`config.mk`:
```
export PLATFORM = sky130hd
export DESIGN_NAME = aks_kernel_flat
export DESIGN_NICKNAME = d
export VERILOG_FILES = /design/src/common/aks_pkg.sv /design/src/common/aks_link_if.sv /design/src/rtl/aks_kernel.sv /design/src/flat_wrapper.sv
export SDC_FILE = /design/constraint.sdc
export NUM_CORES = 1
export LEC_CHECK = 0
export ABC_AREA = 0
export BUFFER_PORTS_ARGS = -buffer_cell sky130_fd_sc_hd__buf_2
export CAP_MARGIN = 20
export CELL_PAD_IN_SITES_DETAIL_PLACEMENT = 0
export CELL_PAD_IN_SITES_GLOBAL_PLACEMENT = 1
export CORE_MARGIN = 2
export CORE_UTILIZATION = 40
export DETAILED_ROUTE_END_ITERATION = 10
export PLACE_DENSITY = 0.95
export SLEW_MARGIN = 20
export SYNTH_ARGS = -nofsm -noshare
export SYNTH_HDL_FRONTEND = slang
export SYNTH_SLANG_ARGS = --single-unit
```
`constraint.sdc`:
```
create_clock -name ref_clk -period 5.1 [get_ports ref_clk]
set_input_delay 0.765 -clock ref_clk [delete_from_list [all_inputs] [get_ports ref_clk]]
set_output_delay 0.765 -clock ref_clk [all_outputs]
set_load 0.05 [all_outputs]
```
`src/common/aks_pkg.sv`:
```
// Constants, types and helpers shared by both converter kernel ends
package aks_pkg;
   // ----------------------------------------
   // Register map, word index within a kernel
   // ----------------------------------------
   localparam logic [7:0] OFS_SYNC_CTRL = 8'h1a;
   localparam logic [7:0] OFS_EMUX_EN = 8'hd6;
   localparam logic [7:0] OFS_GLOBAL_CTRL = 8'h00;
   localparam logic [7:0] OFS_CONV_REQ = 8'h02;
   localparam logic [7:0] OFS_GLOBAL_STAT = 8'h04;
   localparam logic [15:0] KERNEL0_BASE = 16'he000;
   localparam logic [15:0] KERNEL1_BASE = 16'he100;
   localparam int ADDR_W = 18;
   localparam int IDX_LSB = 2;
   localparam int IDX_W = 16;
   localparam int OFS_W = 8;

   // ----------------------------------------
   // Field layouts and reset values
   // ----------------------------------------
   localparam logic [15:0] REG_RESET = 16'h0000;
   localparam logic [15:0] SYNC_WMASK = 16'h0013;
   localparam logic [15:0] EMUX_WMASK = 16'h5555;
   localparam logic [15:0] GCTRL_WMASK = 16'h0003;
   localparam int START_SELECTION_LSB = 0;
   localparam int EVAL_BIT = 4;
   localparam int ACT_LSB = 0;
   localparam int REQ_CHAN_LSB = 0;
   localparam int REQ_SYNC_BIT = 4;
   localparam int REQ_GO_BIT = 5;
   localparam int ST_ACT_LSB = 0;
   localparam int ST_STATE_LSB = 2;
   localparam int ST_CHAN_LSB = 4;
   localparam int ST_BUSY_BIT = 8;
   localparam int ST_PAR_BIT = 9;
   localparam int ST_PEND_BIT = 10;
   localparam int CHAN_W = 4;
   localparam int EMUX_CHANS = 8;
   localparam int NUM_SRQ = 4;
   localparam int SRQ_DONE = 0;
   localparam int SRQ_PAR_DONE = 1;
   localparam int SRQ_BAD_SEL = 2;
   localparam int SRQ_CFG_LIVE = 3;

   // ----------------------------------------
   // Codes and timing
   // ----------------------------------------
   localparam logic [1:0] ROLE_MASTER = 2'h0;
   localparam logic [1:0] ROLE_SLAVE = 2'h1;
   localparam logic [1:0] ACT_OFF = 2'h0;
   localparam logic [1:0] ACT_ON = 2'h3;
   localparam int CNT_W = 8;
   localparam int SAMPLE_CYC = 4;
   localparam int CONV_CYC = 12;

   typedef enum logic [1:0] {
      AKS_IDLE = 2'h0,
      AKS_WAIT = 2'h1,
      AKS_SAMPLE = 2'h3,
      AKS_CONVERT = 2'h2
   } aks_state_t;

   function automatic logic aks_active(input logic [1:0] code);
      aks_active = (code != ACT_OFF);
   endfunction : aks_active

   function automatic logic [15:0] aks_merge(input logic [15:0] old_v,
                                             input logic [15:0] new_v,
                                             input logic [1:0] be,
                                             input logic [15:0] wmask);
      logic [15:0] lanes;
      lanes = {{8{be[1]}}, {8{be[0]}}};
      aks_merge = ((old_v & ~lanes) | (new_v & lanes)) & wmask;
   endfunction : aks_merge
endpackage : aks_pkg

```
`src/common/aks_link_if.sv`:
```
// Link between two converter kernels of one conversion group
`timescale 1ns/10ps
interface aks_link_if;
   import aks_pkg::*;
   // Driven by the register-programmed kernel
   logic [1:0] dev_act;
   logic dev_sync_req;
   logic [CHAN_W-1:0] dev_chan;
   logic dev_ready;
   // Driven by the peer kernel
   logic [1:0] peer_act;
   logic peer_sync_req;
   logic [CHAN_W-1:0] peer_chan;
   logic peer_ready;

   modport dev_end (
      output dev_act, dev_sync_req, dev_chan, dev_ready,
      input peer_act, peer_sync_req, peer_chan, peer_ready
   );
   modport peer_end (
      input dev_act, dev_sync_req, dev_chan, dev_ready,
      output peer_act, peer_sync_req, peer_chan, peer_ready
   );
endinterface : aks_link_if

```
`src/rtl/aks_kernel.sv`:
```
// Converter kernel with sync control, mux enable and Avalon-MM registers
`timescale 1ns/10ps
module aks_kernel #(
   parameter logic [15:0] BASE = aks_pkg::KERNEL0_BASE,
   parameter int SAMPLE_CYC = aks_pkg::SAMPLE_CYC,
   parameter int CONV_CYC = aks_pkg::CONV_CYC
) (
   // Clock and reset
   input wire logic ref_clk,
   input wire logic rst_n,
   // Link to peer kernel
   aks_link_if.dev_end link,
   // Avalon-MM slave
   input wire logic [aks_pkg::ADDR_W-1:0] avs_address,
   input wire logic avs_read,
   input wire logic avs_write,
   input wire logic [31:0] avs_writedata,
   input wire logic [3:0] avs_byteenable,
   output logic [31:0] avs_readdata,
   output logic avs_waitrequest,
   // Kernel outputs
   output logic [aks_pkg::NUM_SRQ-1:0] service_request,
   output logic ext_mux_active,
   output logic converting
);
   import aks_pkg::*;

   // ----------------------------------------
   // Registers and state
   // ----------------------------------------
   logic [15:0] sync_q;
   logic [15:0] emux_q;
   logic [15:0] gctrl_q;
   logic pend_q;
   logic pend_sync_q;
   logic [CHAN_W-1:0] pend_chan_q;
   logic wait_q;
   logic [31:0] rdata_q;
   aks_state_t state_q;
   aks_state_t state_d;
   logic [CNT_W-1:0] cnt_q;
   logic [CNT_W-1:0] cnt_d;
   logic [CHAN_W-1:0] chan_q;
   logic [CHAN_W-1:0] chan_d;
   logic par_q;
   logic par_d;
   logic [NUM_SRQ-1:0] srq_d;

   // ----------------------------------------
   // Bus decode
   // ----------------------------------------
   wire [IDX_W-1:0] idx = avs_address[IDX_LSB +: IDX_W];
   wire hit = (idx[IDX_W-1:OFS_W] == BASE[IDX_W-1:OFS_W]);
   wire [OFS_W-1:0] ofs = idx[OFS_W-1:0];
   wire req = avs_read | avs_write;
   wire wr_en = avs_write & ~wait_q & hit;
   wire wr_sync = wr_en & (ofs == OFS_SYNC_CTRL);
   wire wr_emux = wr_en & (ofs == OFS_EMUX_EN);
   wire wr_gctrl = wr_en & (ofs == OFS_GLOBAL_CTRL);
   wire wr_conv = wr_en & (ofs == OFS_CONV_REQ) & avs_byteenable[0];
   wire [15:0] wdata = avs_writedata[15:0];
   wire [1:0] be = avs_byteenable[1:0];
   wire [15:0] sync_new = aks_merge(sync_q, wdata, be, SYNC_WMASK);
   wire [15:0] emux_new = aks_merge(emux_q, wdata, be, EMUX_WMASK);

   // ----------------------------------------
   // Role and activity selection
   // ----------------------------------------
   wire [1:0] start_selection = sync_q[START_SELECTION_LSB +: 2];
   wire is_master = (start_selection == ROLE_MASTER);
   wire is_slave = (start_selection == ROLE_SLAVE);
   wire eval_ready = sync_q[EVAL_BIT];
   wire [1:0] own_act = gctrl_q[ACT_LSB +: 2];
   wire [1:0] eff_act = is_master ? own_act
                      : is_slave ? link.peer_act
                      : ACT_OFF;
   wire active = aks_active(eff_act);
   wire take_master = is_slave & link.peer_sync_req;
   wire own_par = pend_sync_q & is_master & eval_ready;
   wire peer_ok = link.peer_ready | ~par_q;
   wire last_cnt = (cnt_q == '0);
   wire [CNT_W-1:0] sample_load = CNT_W'(SAMPLE_CYC - 1);
   wire [CNT_W-1:0] conv_load = CNT_W'(CONV_CYC - 1);
   wire run_d = (state_d == AKS_SAMPLE) | (state_d == AKS_CONVERT);
   wire emux_hit = (chan_d < CHAN_W'(EMUX_CHANS)) & emux_q[{chan_d[2:0], 1'b0}];
   wire taken = (state_q == AKS_IDLE) & active & ~take_master & pend_q;

   // ----------------------------------------
   // Conversion sequencer
   // ----------------------------------------
   always_comb
   begin
      state_d = state_q;
      cnt_d = cnt_q;
      chan_d = chan_q;
      par_d = par_q;
      srq_d = '0;
      case (state_q)
         AKS_IDLE:
         begin
            if (active && take_master)
            begin
               chan_d = link.peer_chan;
               par_d = eval_ready;
               state_d = eval_ready ? AKS_WAIT : AKS_SAMPLE;
               cnt_d = sample_load;
            end
            else if (taken)
            begin
               chan_d = pend_chan_q;
               par_d = own_par;
               state_d = own_par ? AKS_WAIT : AKS_SAMPLE;
               cnt_d = sample_load;
            end
         end
         AKS_WAIT:
         begin
            if (peer_ok)
            begin
               state_d = AKS_SAMPLE;
            end
         end
         AKS_SAMPLE:
         begin
            cnt_d = cnt_q - CNT_W'(1);
            if (last_cnt)
            begin
               state_d = AKS_CONVERT;
               cnt_d = conv_load;
            end
         end
         AKS_CONVERT:
         begin
            cnt_d = cnt_q - CNT_W'(1);
            if (last_cnt)
            begin
               state_d = AKS_IDLE;
               srq_d[SRQ_DONE] = 1'b1;
               srq_d[SRQ_PAR_DONE] = par_q;
               par_d = 1'b0;
            end
         end
         default:
         begin
            state_d = AKS_IDLE;
         end
      endcase
      srq_d[SRQ_BAD_SEL] = wr_sync & sync_new[START_SELECTION_LSB + 1];
      srq_d[SRQ_CFG_LIVE] = wr_sync & (aks_active(own_act) | aks_active(link.peer_act));
   end

   always_ff @(posedge ref_clk or negedge rst_n)
   begin
      if (!rst_n)
      begin
         state_q <= AKS_IDLE;
         cnt_q <= '0;
         chan_q <= '0;
         par_q <= 1'b0;
      end
      else
      begin
         state_q <= state_d;
         cnt_q <= cnt_d;
         chan_q <= chan_d;
         par_q <= par_d;
      end
   end

   // ----------------------------------------
   // Software registers
   // ----------------------------------------
   always_ff @(posedge ref_clk or negedge rst_n)
   begin
      if (!rst_n)
      begin
         sync_q <= REG_RESET;
         emux_q <= REG_RESET;
         gctrl_q <= REG_RESET;
         pend_q <= 1'b0;
         pend_sync_q <= 1'b0;
         pend_chan_q <= '0;
      end
      else
      begin
         if (wr_sync)
            sync_q <= sync_new;
         if (wr_emux)
            emux_q <= emux_new;
         if (wr_gctrl)
            gctrl_q <= aks_merge(gctrl_q, wdata, be, GCTRL_WMASK);
         if (wr_conv && wdata[REQ_GO_BIT])
         begin
            pend_q <= 1'b1;
            pend_sync_q <= wdata[REQ_SYNC_BIT];
            pend_chan_q <= wdata[REQ_CHAN_LSB +: CHAN_W];
         end
         else if (taken)
            pend_q <= 1'b0;
      end
   end

   // ----------------------------------------
   // Read path and handshake
   // ----------------------------------------
   wire [15:0] stat_word = {5'h00, pend_q, par_q, ~(state_q == AKS_IDLE),
                            chan_q, state_q, eff_act};
   wire [15:0] rd_mux = ~hit ? 16'h0000
                      : (ofs == OFS_SYNC_CTRL) ? sync_q
                      : (ofs == OFS_EMUX_EN) ? emux_q
                      : (ofs == OFS_GLOBAL_CTRL) ? gctrl_q
                      : (ofs == OFS_CONV_REQ) ? {11'h000, pend_sync_q, pend_chan_q}
                      : (ofs == OFS_GLOBAL_STAT) ? stat_word
                      : 16'h0000;

   always_ff @(posedge ref_clk or negedge rst_n)
   begin
      if (!rst_n)
      begin
         wait_q <= 1'b1;
         rdata_q <= '0;
      end
      else
      begin
         wait_q <= ~(req & wait_q);
         if (req && wait_q)
            rdata_q <= {16'h0000, rd_mux};
      end
   end

   // ----------------------------------------
   // Registered outputs
   // ----------------------------------------
   always_ff @(posedge ref_clk or negedge rst_n)
   begin
      if (!rst_n)
      begin
         link.dev_act <= ACT_OFF;
         link.dev_sync_req <= 1'b0;
         link.dev_chan <= '0;
         link.dev_ready <= 1'b0;
         service_request <= '0;
         ext_mux_active <= 1'b0;
         converting <= 1'b0;
      end
      else
      begin
         link.dev_act <= eff_act;
         link.dev_sync_req <= is_master & par_d & (state_d == AKS_WAIT);
         link.dev_chan <= chan_d;
         link.dev_ready <= (state_d == AKS_WAIT);
         service_request <= srq_d;
         ext_mux_active <= run_d & emux_hit;
         converting <= run_d;
      end
   end

   assign avs_waitrequest = wait_q;
   assign avs_readdata = rdata_q;
endmodule : aks_kernel

```
`src/flat_wrapper.sv`:
```
// flat-port wrapper written by rule: the top's interface ports become plain ports
module aks_kernel_flat import aks_pkg::*;
#(
   parameter logic [15:0] BASE = aks_pkg::KERNEL0_BASE,
   parameter int SAMPLE_CYC = aks_pkg::SAMPLE_CYC,
   parameter int CONV_CYC = aks_pkg::CONV_CYC
)
  (ref_clk, rst_n, avs_address, avs_read, avs_write, avs_writedata, avs_byteenable, avs_readdata, avs_waitrequest, service_request, ext_mux_active, converting, link_dev_act, link_dev_sync_req, link_dev_chan, link_dev_ready, link_peer_act, link_peer_sync_req, link_peer_chan, link_peer_ready);
  aks_link_if link_i ();
  input wire logic ref_clk;
  input wire logic rst_n;
  input wire logic [aks_pkg::ADDR_W-1:0] avs_address;
  input wire logic avs_read;
  input wire logic avs_write;
  input wire logic [31:0] avs_writedata;
  input wire logic [3:0] avs_byteenable;
  output logic [31:0] avs_readdata;
  output logic avs_waitrequest;
  output logic [aks_pkg::NUM_SRQ-1:0] service_request;
  output logic ext_mux_active;
  output logic converting;
  output wire logic [$bits(link_i.dev_act)-1:0] link_dev_act;
  output wire logic [$bits(link_i.dev_sync_req)-1:0] link_dev_sync_req;
  output wire logic [$bits(link_i.dev_chan)-1:0] link_dev_chan;
  output wire logic [$bits(link_i.dev_ready)-1:0] link_dev_ready;
  input wire logic [$bits(link_i.peer_act)-1:0] link_peer_act;
  input wire logic [$bits(link_i.peer_sync_req)-1:0] link_peer_sync_req;
  input wire logic [$bits(link_i.peer_chan)-1:0] link_peer_chan;
  input wire logic [$bits(link_i.peer_ready)-1:0] link_peer_ready;
  assign link_dev_act = link_i.dev_act;
  assign link_dev_sync_req = link_i.dev_sync_req;
  assign link_dev_chan = link_i.dev_chan;
  assign link_dev_ready = link_i.dev_ready;
  assign link_i.peer_act = link_peer_act;
  assign link_i.peer_sync_req = link_peer_sync_req;
  assign link_i.peer_chan = link_peer_chan;
  assign link_i.peer_ready = link_peer_ready;
  aks_kernel #(.BASE(BASE), .SAMPLE_CYC(SAMPLE_CYC), .CONV_CYC(CONV_CYC)) u_core (.ref_clk(ref_clk), .rst_n(rst_n), .link(link_i), .avs_address(avs_address), .avs_read(avs_read), .avs_write(avs_write), .avs_writedata(avs_writedata), .avs_byteenable(avs_byteenable), .avs_readdata(avs_readdata), .avs_waitrequest(avs_waitrequest), .service_request(service_request), .ext_mux_active(ext_mux_active), .converting(converting));
endmodule
```
Yosys cells after proc, flatten, opt, wreduce, memory -nomap -nowiden
Cells that the tools add are included.
{ "totals": {"reg_bits": 61, "in_bits": 66, "out_inout_bits": 47} }
{ "classes": {"n_addsub": 1, "magnitude_cmp": 2, "eq_ne": 13, "mux": 33, "bitwise_logic": 37, "reduce_logical": 13} }
{ "op_table": {"columns": ["operator", "n"], "rows": [
  ["16-bit 2-to-1 mux", 5],
  ["15-bit AND", 2],
  ["8-bit 2-to-1 mux", 3],
  ["8-bit one-hot mux with 3 select lines", 1],
  ["2-bit 2-to-1 mux", 11],
  ["1-bit AND", 20],
  ["8-bit equality test, second input constant", 2],
  ["8-bit logical NOT", 2],
  ["15-bit NOT", 1],
  ["15-bit OR", 1],
  ["4-bit 2-to-1 mux", 3],
  ["11-bit 2-to-1 mux", 1],
  ["2-bit equality test, second input constant", 4],
  ["8-bit by 2-bit equality test with 1-bit output, second input constant", 1],
  ["8-bit by 3-bit equality test with 1-bit output, second input constant", 1],
  ["8-bit by 5-bit equality test with 1-bit output, second input constant", 1],
  ["2-bit one-hot mux with 4 select lines", 1],
  ["2-bit nonzero test", 4],
  ["8-bit by 1-bit subtractor with 8-bit output, second input constant", 1],
  ["2-bit by 1-bit equality test with 1-bit output, second input constant", 3],
  ["1-bit 2-to-1 mux", 6],
  ["5-bit AND", 1],
  ["4-bit by 5-bit < comparator with 1-bit output, second input constant", 1],
  ["1-bit NOT", 5],
  ["12 further kinds", 18]
]} }

Logic depth before layout (Yosys ltp)
{ "logic_depth": {"depth_word": 14, "mapped_depth": 8, "mapped_depth_nobuf": 8} }

Least setup slack after synthesis
OpenSTA, ideal clock, no wires.
{ "synth_path": {"path_kind": "input -> register", "start": "input port avs_address[7] in the netlist's numbering", "end": "register u_core.pend_chan_q[0]", "arrival_ps": 2507, "required_time_ps": 4975, "path_slack_ps": 2469, "cell_stages": 5, "path_buffers": 0, "cell_sequence": "or4_1 nor4_1 nand2_1 nor2_2 mux2_2"} }
{ "synth_between": {"elab_chain_len": 4} }
{ "synth_lines": {"columns": ["item", "line_no", "source"], "rows": [
  ["from (decl)", "flat_wrapper.sv:12", "input wire logic [aks_pkg::ADDR_W-1:0] avs_address;"],
  ["8-bit by 2-bit equality test with 1-bit output", "aks_kernel.sv:60", "wire wr_conv = wr_en & (ofs == OFS_CONV_REQ) & avs_byteenable[0];"],
  ["1-bit AND (2 in a row)", "aks_kernel.sv:60", null],
  ["1-bit logical AND", "aks_kernel.sv:192", "if (wr_conv && wdata[REQ_GO_BIT])"],
  ["to (signal assigned)", "aks_kernel.sv:196", "pend_chan_q <= wdata[REQ_CHAN_LSB +: CHAN_W];"],
  ["to (decl)", "aks_kernel.sv:36", "logic [CHAN_W-1:0] pend_chan_q;"]
]} }
No other way between the ends.
A chain may end at the register's enable or synchronous reset.

Final worst setup path
{ "layout_path": {"start": "register u_core.state_q[1]", "end": "register u_core.ext_mux_active"} }
{ "layout_between": {"elab_chain_len": 11, "elab_cells_between_ends": 24} }
{ "layout_lines": {"columns": ["item", "line_no", "source"], "rows": [
  ["from (decl)", "aks_kernel.sv:39", "aks_state_t state_q;"],
  ["from (signal assigned)", "aks_kernel.sv:163", "state_q <= state_d;"],
  ["2-bit logical NOT", "aks_kernel.sv:86, aks_kernel.sv:98", null],
  ["1-bit AND (3 in a row)", "aks_kernel.sv:86", "wire taken = (state_q == AKS_IDLE) & active & ~take_master & pend_q;"],
  ["4-bit 2-to-1 mux", "aks_kernel.sv:108", "else if (taken)"],
  ["4-bit 2-to-1 mux", "aks_kernel.sv:101", "if (active && take_master)"],
  ["4-bit 2-to-1 mux", "aks_kernel.sv:98", "case (state_q)"],
  ["1-bit binary-select mux with 3-bit select", "aks_kernel.sv:85", "wire emux_hit = (chan_d < CHAN_W'(EMUX_CHANS)) & emux_q[{chan_d[2:0], 1'b0}];"],
  ["1-bit 2-to-1 mux (not written as such)", "aks_kernel.sv:85", null],
  ["1-bit AND", "aks_kernel.sv:85", null],
  ["1-bit AND *", "aks_kernel.sv:253", "ext_mux_active <= run_d & emux_hit;"],
  ["to (signal assigned)", "aks_kernel.sv:253", null],
  ["to (decl)", "aks_kernel.sv:23", "output logic ext_mux_active,"]
]} }
Mark *: on every way between the ends. The rest lies on a longest branch, timed or not. The select of a mux whose other input is x is not followed.

==> run metrics <==
status finished clean; main combinational cell family by area after synthesis compound AO/OA/AOI/OAI gates; Overall Global Routing Usage 18.0%; Avg Inst Size Synth 10.2 um2; cts hold-fix bufs 0; DRT antenna net count 0; final instance area 0.00359 mm2; root buffer cell clkbuf_8; clock sinks 58; Avg Vias per Cell 5.41; wire per inst 15.8 um; clock latency on the worst-skew pair 0.35 ns; VDD IR-drop max 140 uV; path depth of the worst reg2reg path 6; dominant synthesized flop cell dfrtp_1; Port Buffers 68; ANT cells 0; pin count of the biggest net entering global routing 59; Num CTS Buffers 9; Seq cells post-synth 58; Synth Area in XOR/XNOR 0%; via count 2,538; Layout Nets 433; Fmax 379 MHz; Die Area 0.00828 mm2; layout cells sized above 1 30.5%; P_leak 1.75 nW; num rows 31; Mapped Cells 297; Slew Limit Fails 0; setup total negative slack 0 ns; final-report setup violation count 0; CP arrival 2.84 ns; synth unique cells 64; # DRC 0; Least-Margin Pin Slew 0.729 ns; Area after DPL 0.00337 mm2; part of the Yosys area used for sequential elements 48.0%; initial antenna violation count 0; Crit path required time 5.30 ns; CTS resizes 0; I/O pin cnt 113; Max-slew headroom 51.0%; DIE WIDTH 91.0 um; global-route wire length before repair 11.7 mm; setup bufs post-CTS 0; synthesized cell area 0.00303 mm2; top cells by area, synth dfrtp_1, mux2_2, buf_4; core area 0.00729 mm2; total power 1.25 mW; top-area cell type share of the netlist area 47.1%; CTS tree built; fin crit share 51.8%; post-placement setup slack 2.13 ns; Placer Congestion 0.848; gr ovfl total 0; FFs w/ async S/R, synth 100%; hold-critical path depth 1; post-synthesis simple-gate area fraction 16.6%; cell accounting for the most synthesized area dfrtp_1; Power per Cell Area 348 mW/mm2; Starting DRT DRC Count 244; Area Overhead vs Synth 18.4%; multiplexer area fraction after synthesis 6.94%; Min Clock Period, post-route 2.64 ns; clk_skew 0.00914 ns; Util after Layout 49.2%; Crit Path Class flop to flop; drt total wl 7.40 mm; Hold/Removal Path Class flop to flop; CTS Buffer Depth 2; vias in the first global route 2,357; CP max FO 16; Compound-Gate Fraction of Synth Area 19.3%; RSZ-0062 raised after global routing false; Clk pin slew, worst setup/hold paths 0.06 ns; Yosys Warn Count 0; crit end category flop; Starting Density 41.5%; final hold vios 0; Die H 91.0 um; CP Launch Type flop; Post-Synth Adder-Cell Area 0.826%; number of enable flip-flop cells after synthesis 0; Worst Slack Setup Final 2.46 ns; max cap viols 0; H-tree depth 3; first-pass iteration count of the detailed router 5; Detail Placement HPWL 5.48 mm
-- cell families after synthesis --
| family | Yosys count |
|---|---|
| DFF | 58 |
| adders and majority gates | 2 |
| buffers and inverters | 43 |
| and+or+nand+nor | 89 |
| AOI/OAI and AO/OA | 85 |
| other | 1 |
| muxes | 19 |
-- final cells by class --
| class | instances | area (um2) |
|---|---|---|
| inverters | 12 | 45.0 |
| multi-input cells | 214 | 1390 |
| clock inverters | 1 | 30.0 |
| flip-flops and latches | 58 | 1450 |
| clock buffers | 15 | 186 |
| repair buffers | 70 | 355 |
| fillers | 725 | 3710 |
| well taps | 99 | 124 |
-- path summary, 6_finish.rpt --
check | slack (ns) | to | start
min in group asynchronous | 0.56 | u_core.cnt_q[4] | rst_n
hold reg to reg | 0.48 | u_core.avs_readdata[8] | u_core.avs_readdata[8]
setup reg to reg | 2.46 | u_core.ext_mux_active | u_core.state_q[1]
hold / removal | 0.48 | u_core.avs_readdata[8] | u_core.avs_readdata[8]
max in group asynchronous | 4.06 | u_core.pend_q | rst_n
setup / recovery | 2.46 | u_core.ext_mux_active | u_core.state_q[1]
-- layer usage --
| metal | routed length, um | part of all wire [%] | global-route usage [%] |
|---|---|---|---|
| met5 | 0 | 0 | 0 |
| met2 | 3510 | 48 | 27.8 |
| met1 | 3190 | 43 | 24.4 |
| met3 | 540 | 7.3 | 4.15 |
| met4 | 149 | 2.0 | 7.58 |
-- critical path, cell delays in order (launching register included) --
cell and delay, ns:
dfrtp_1 0.56, or4b_1 0.59, a211o_1 0.34, o22ai_2 0.28, nor3b_1 0.09, a2111oi_0 0.54, nor4b_2 0.11
-- cells in the final DEF, fill, tap and decap left out, types with 3 or more instances in the layout --
| cell type | synthesis | layout |
|---|---|---|
| o41ai_1 | 3 | 3 |
| o21a_1 | 3 | 3 |
| and3_1 | 4 | 4 |
| nand2b_1 | 6 | 6 |
| nand2_1 | 25 | 25 |
| nor3b_1 | 4 | 4 |
| nand3_1 | 3 | 3 |
| a22oi_1 | 4 | 4 |
| conb_1 | 1 | 19 |
| buf_2 | 2 | 68 |
| clkbuf_8 | 0 | 13 |
| o21ai_0 | 22 | 22 |
| inv_1 | 12 | 12 |
| nor2_1 | 17 | 17 |
| mux2i_1 | 3 | 3 |
| or3_1 | 3 | 3 |
| mux2_2 | 16 | 16 |
| o22ai_1 | 4 | 4 |
| or2_2 | 3 | 3 |
| dfrtp_1 | 57 | 57 |
| a21oi_1 | 15 | 15 |
| a211o_1 | 3 | 3 |
| nor4_1 | 5 | 5 |
-- stage by stage --
step                cells  hold WS (ns)
floorplan             315         0.442
global placement      453         0.465
detailed placement    453         0.469
CTS                   469         0.483
global route          469         0.496
finish                469         0.481
-- synthesized netlist by cell type (3+ instances only) --
master and instances:
a211o_1 3, a21oi_1 15, a22oi_1 4, and3_1 4
buf_4 23, clkbuf_1 6, dfrtp_1 57, inv_1 12
mux2_2 16, mux2i_1 3, nand2_1 25, nand2b_1 6
nand3_1 3, nor2_1 17, nor3b_1 4, nor4_1 5
o21a_1 3, o21ai_0 22, o22ai_1 4, o41ai_1 3
or2_2 3, or3_1 3
-- report_power, final --
| part | switching [mW] | leakage, nW | internal [mW] |
|---|---|---|---|
| Combinational | 0.152 | 0.880 | 0.0770 |
| Clock | 0.177 | 0.110 | 0.280 |
| Sequential | 0.0556 | 0.758 | 0.506 |
Power figures use the tool's default switching activity.
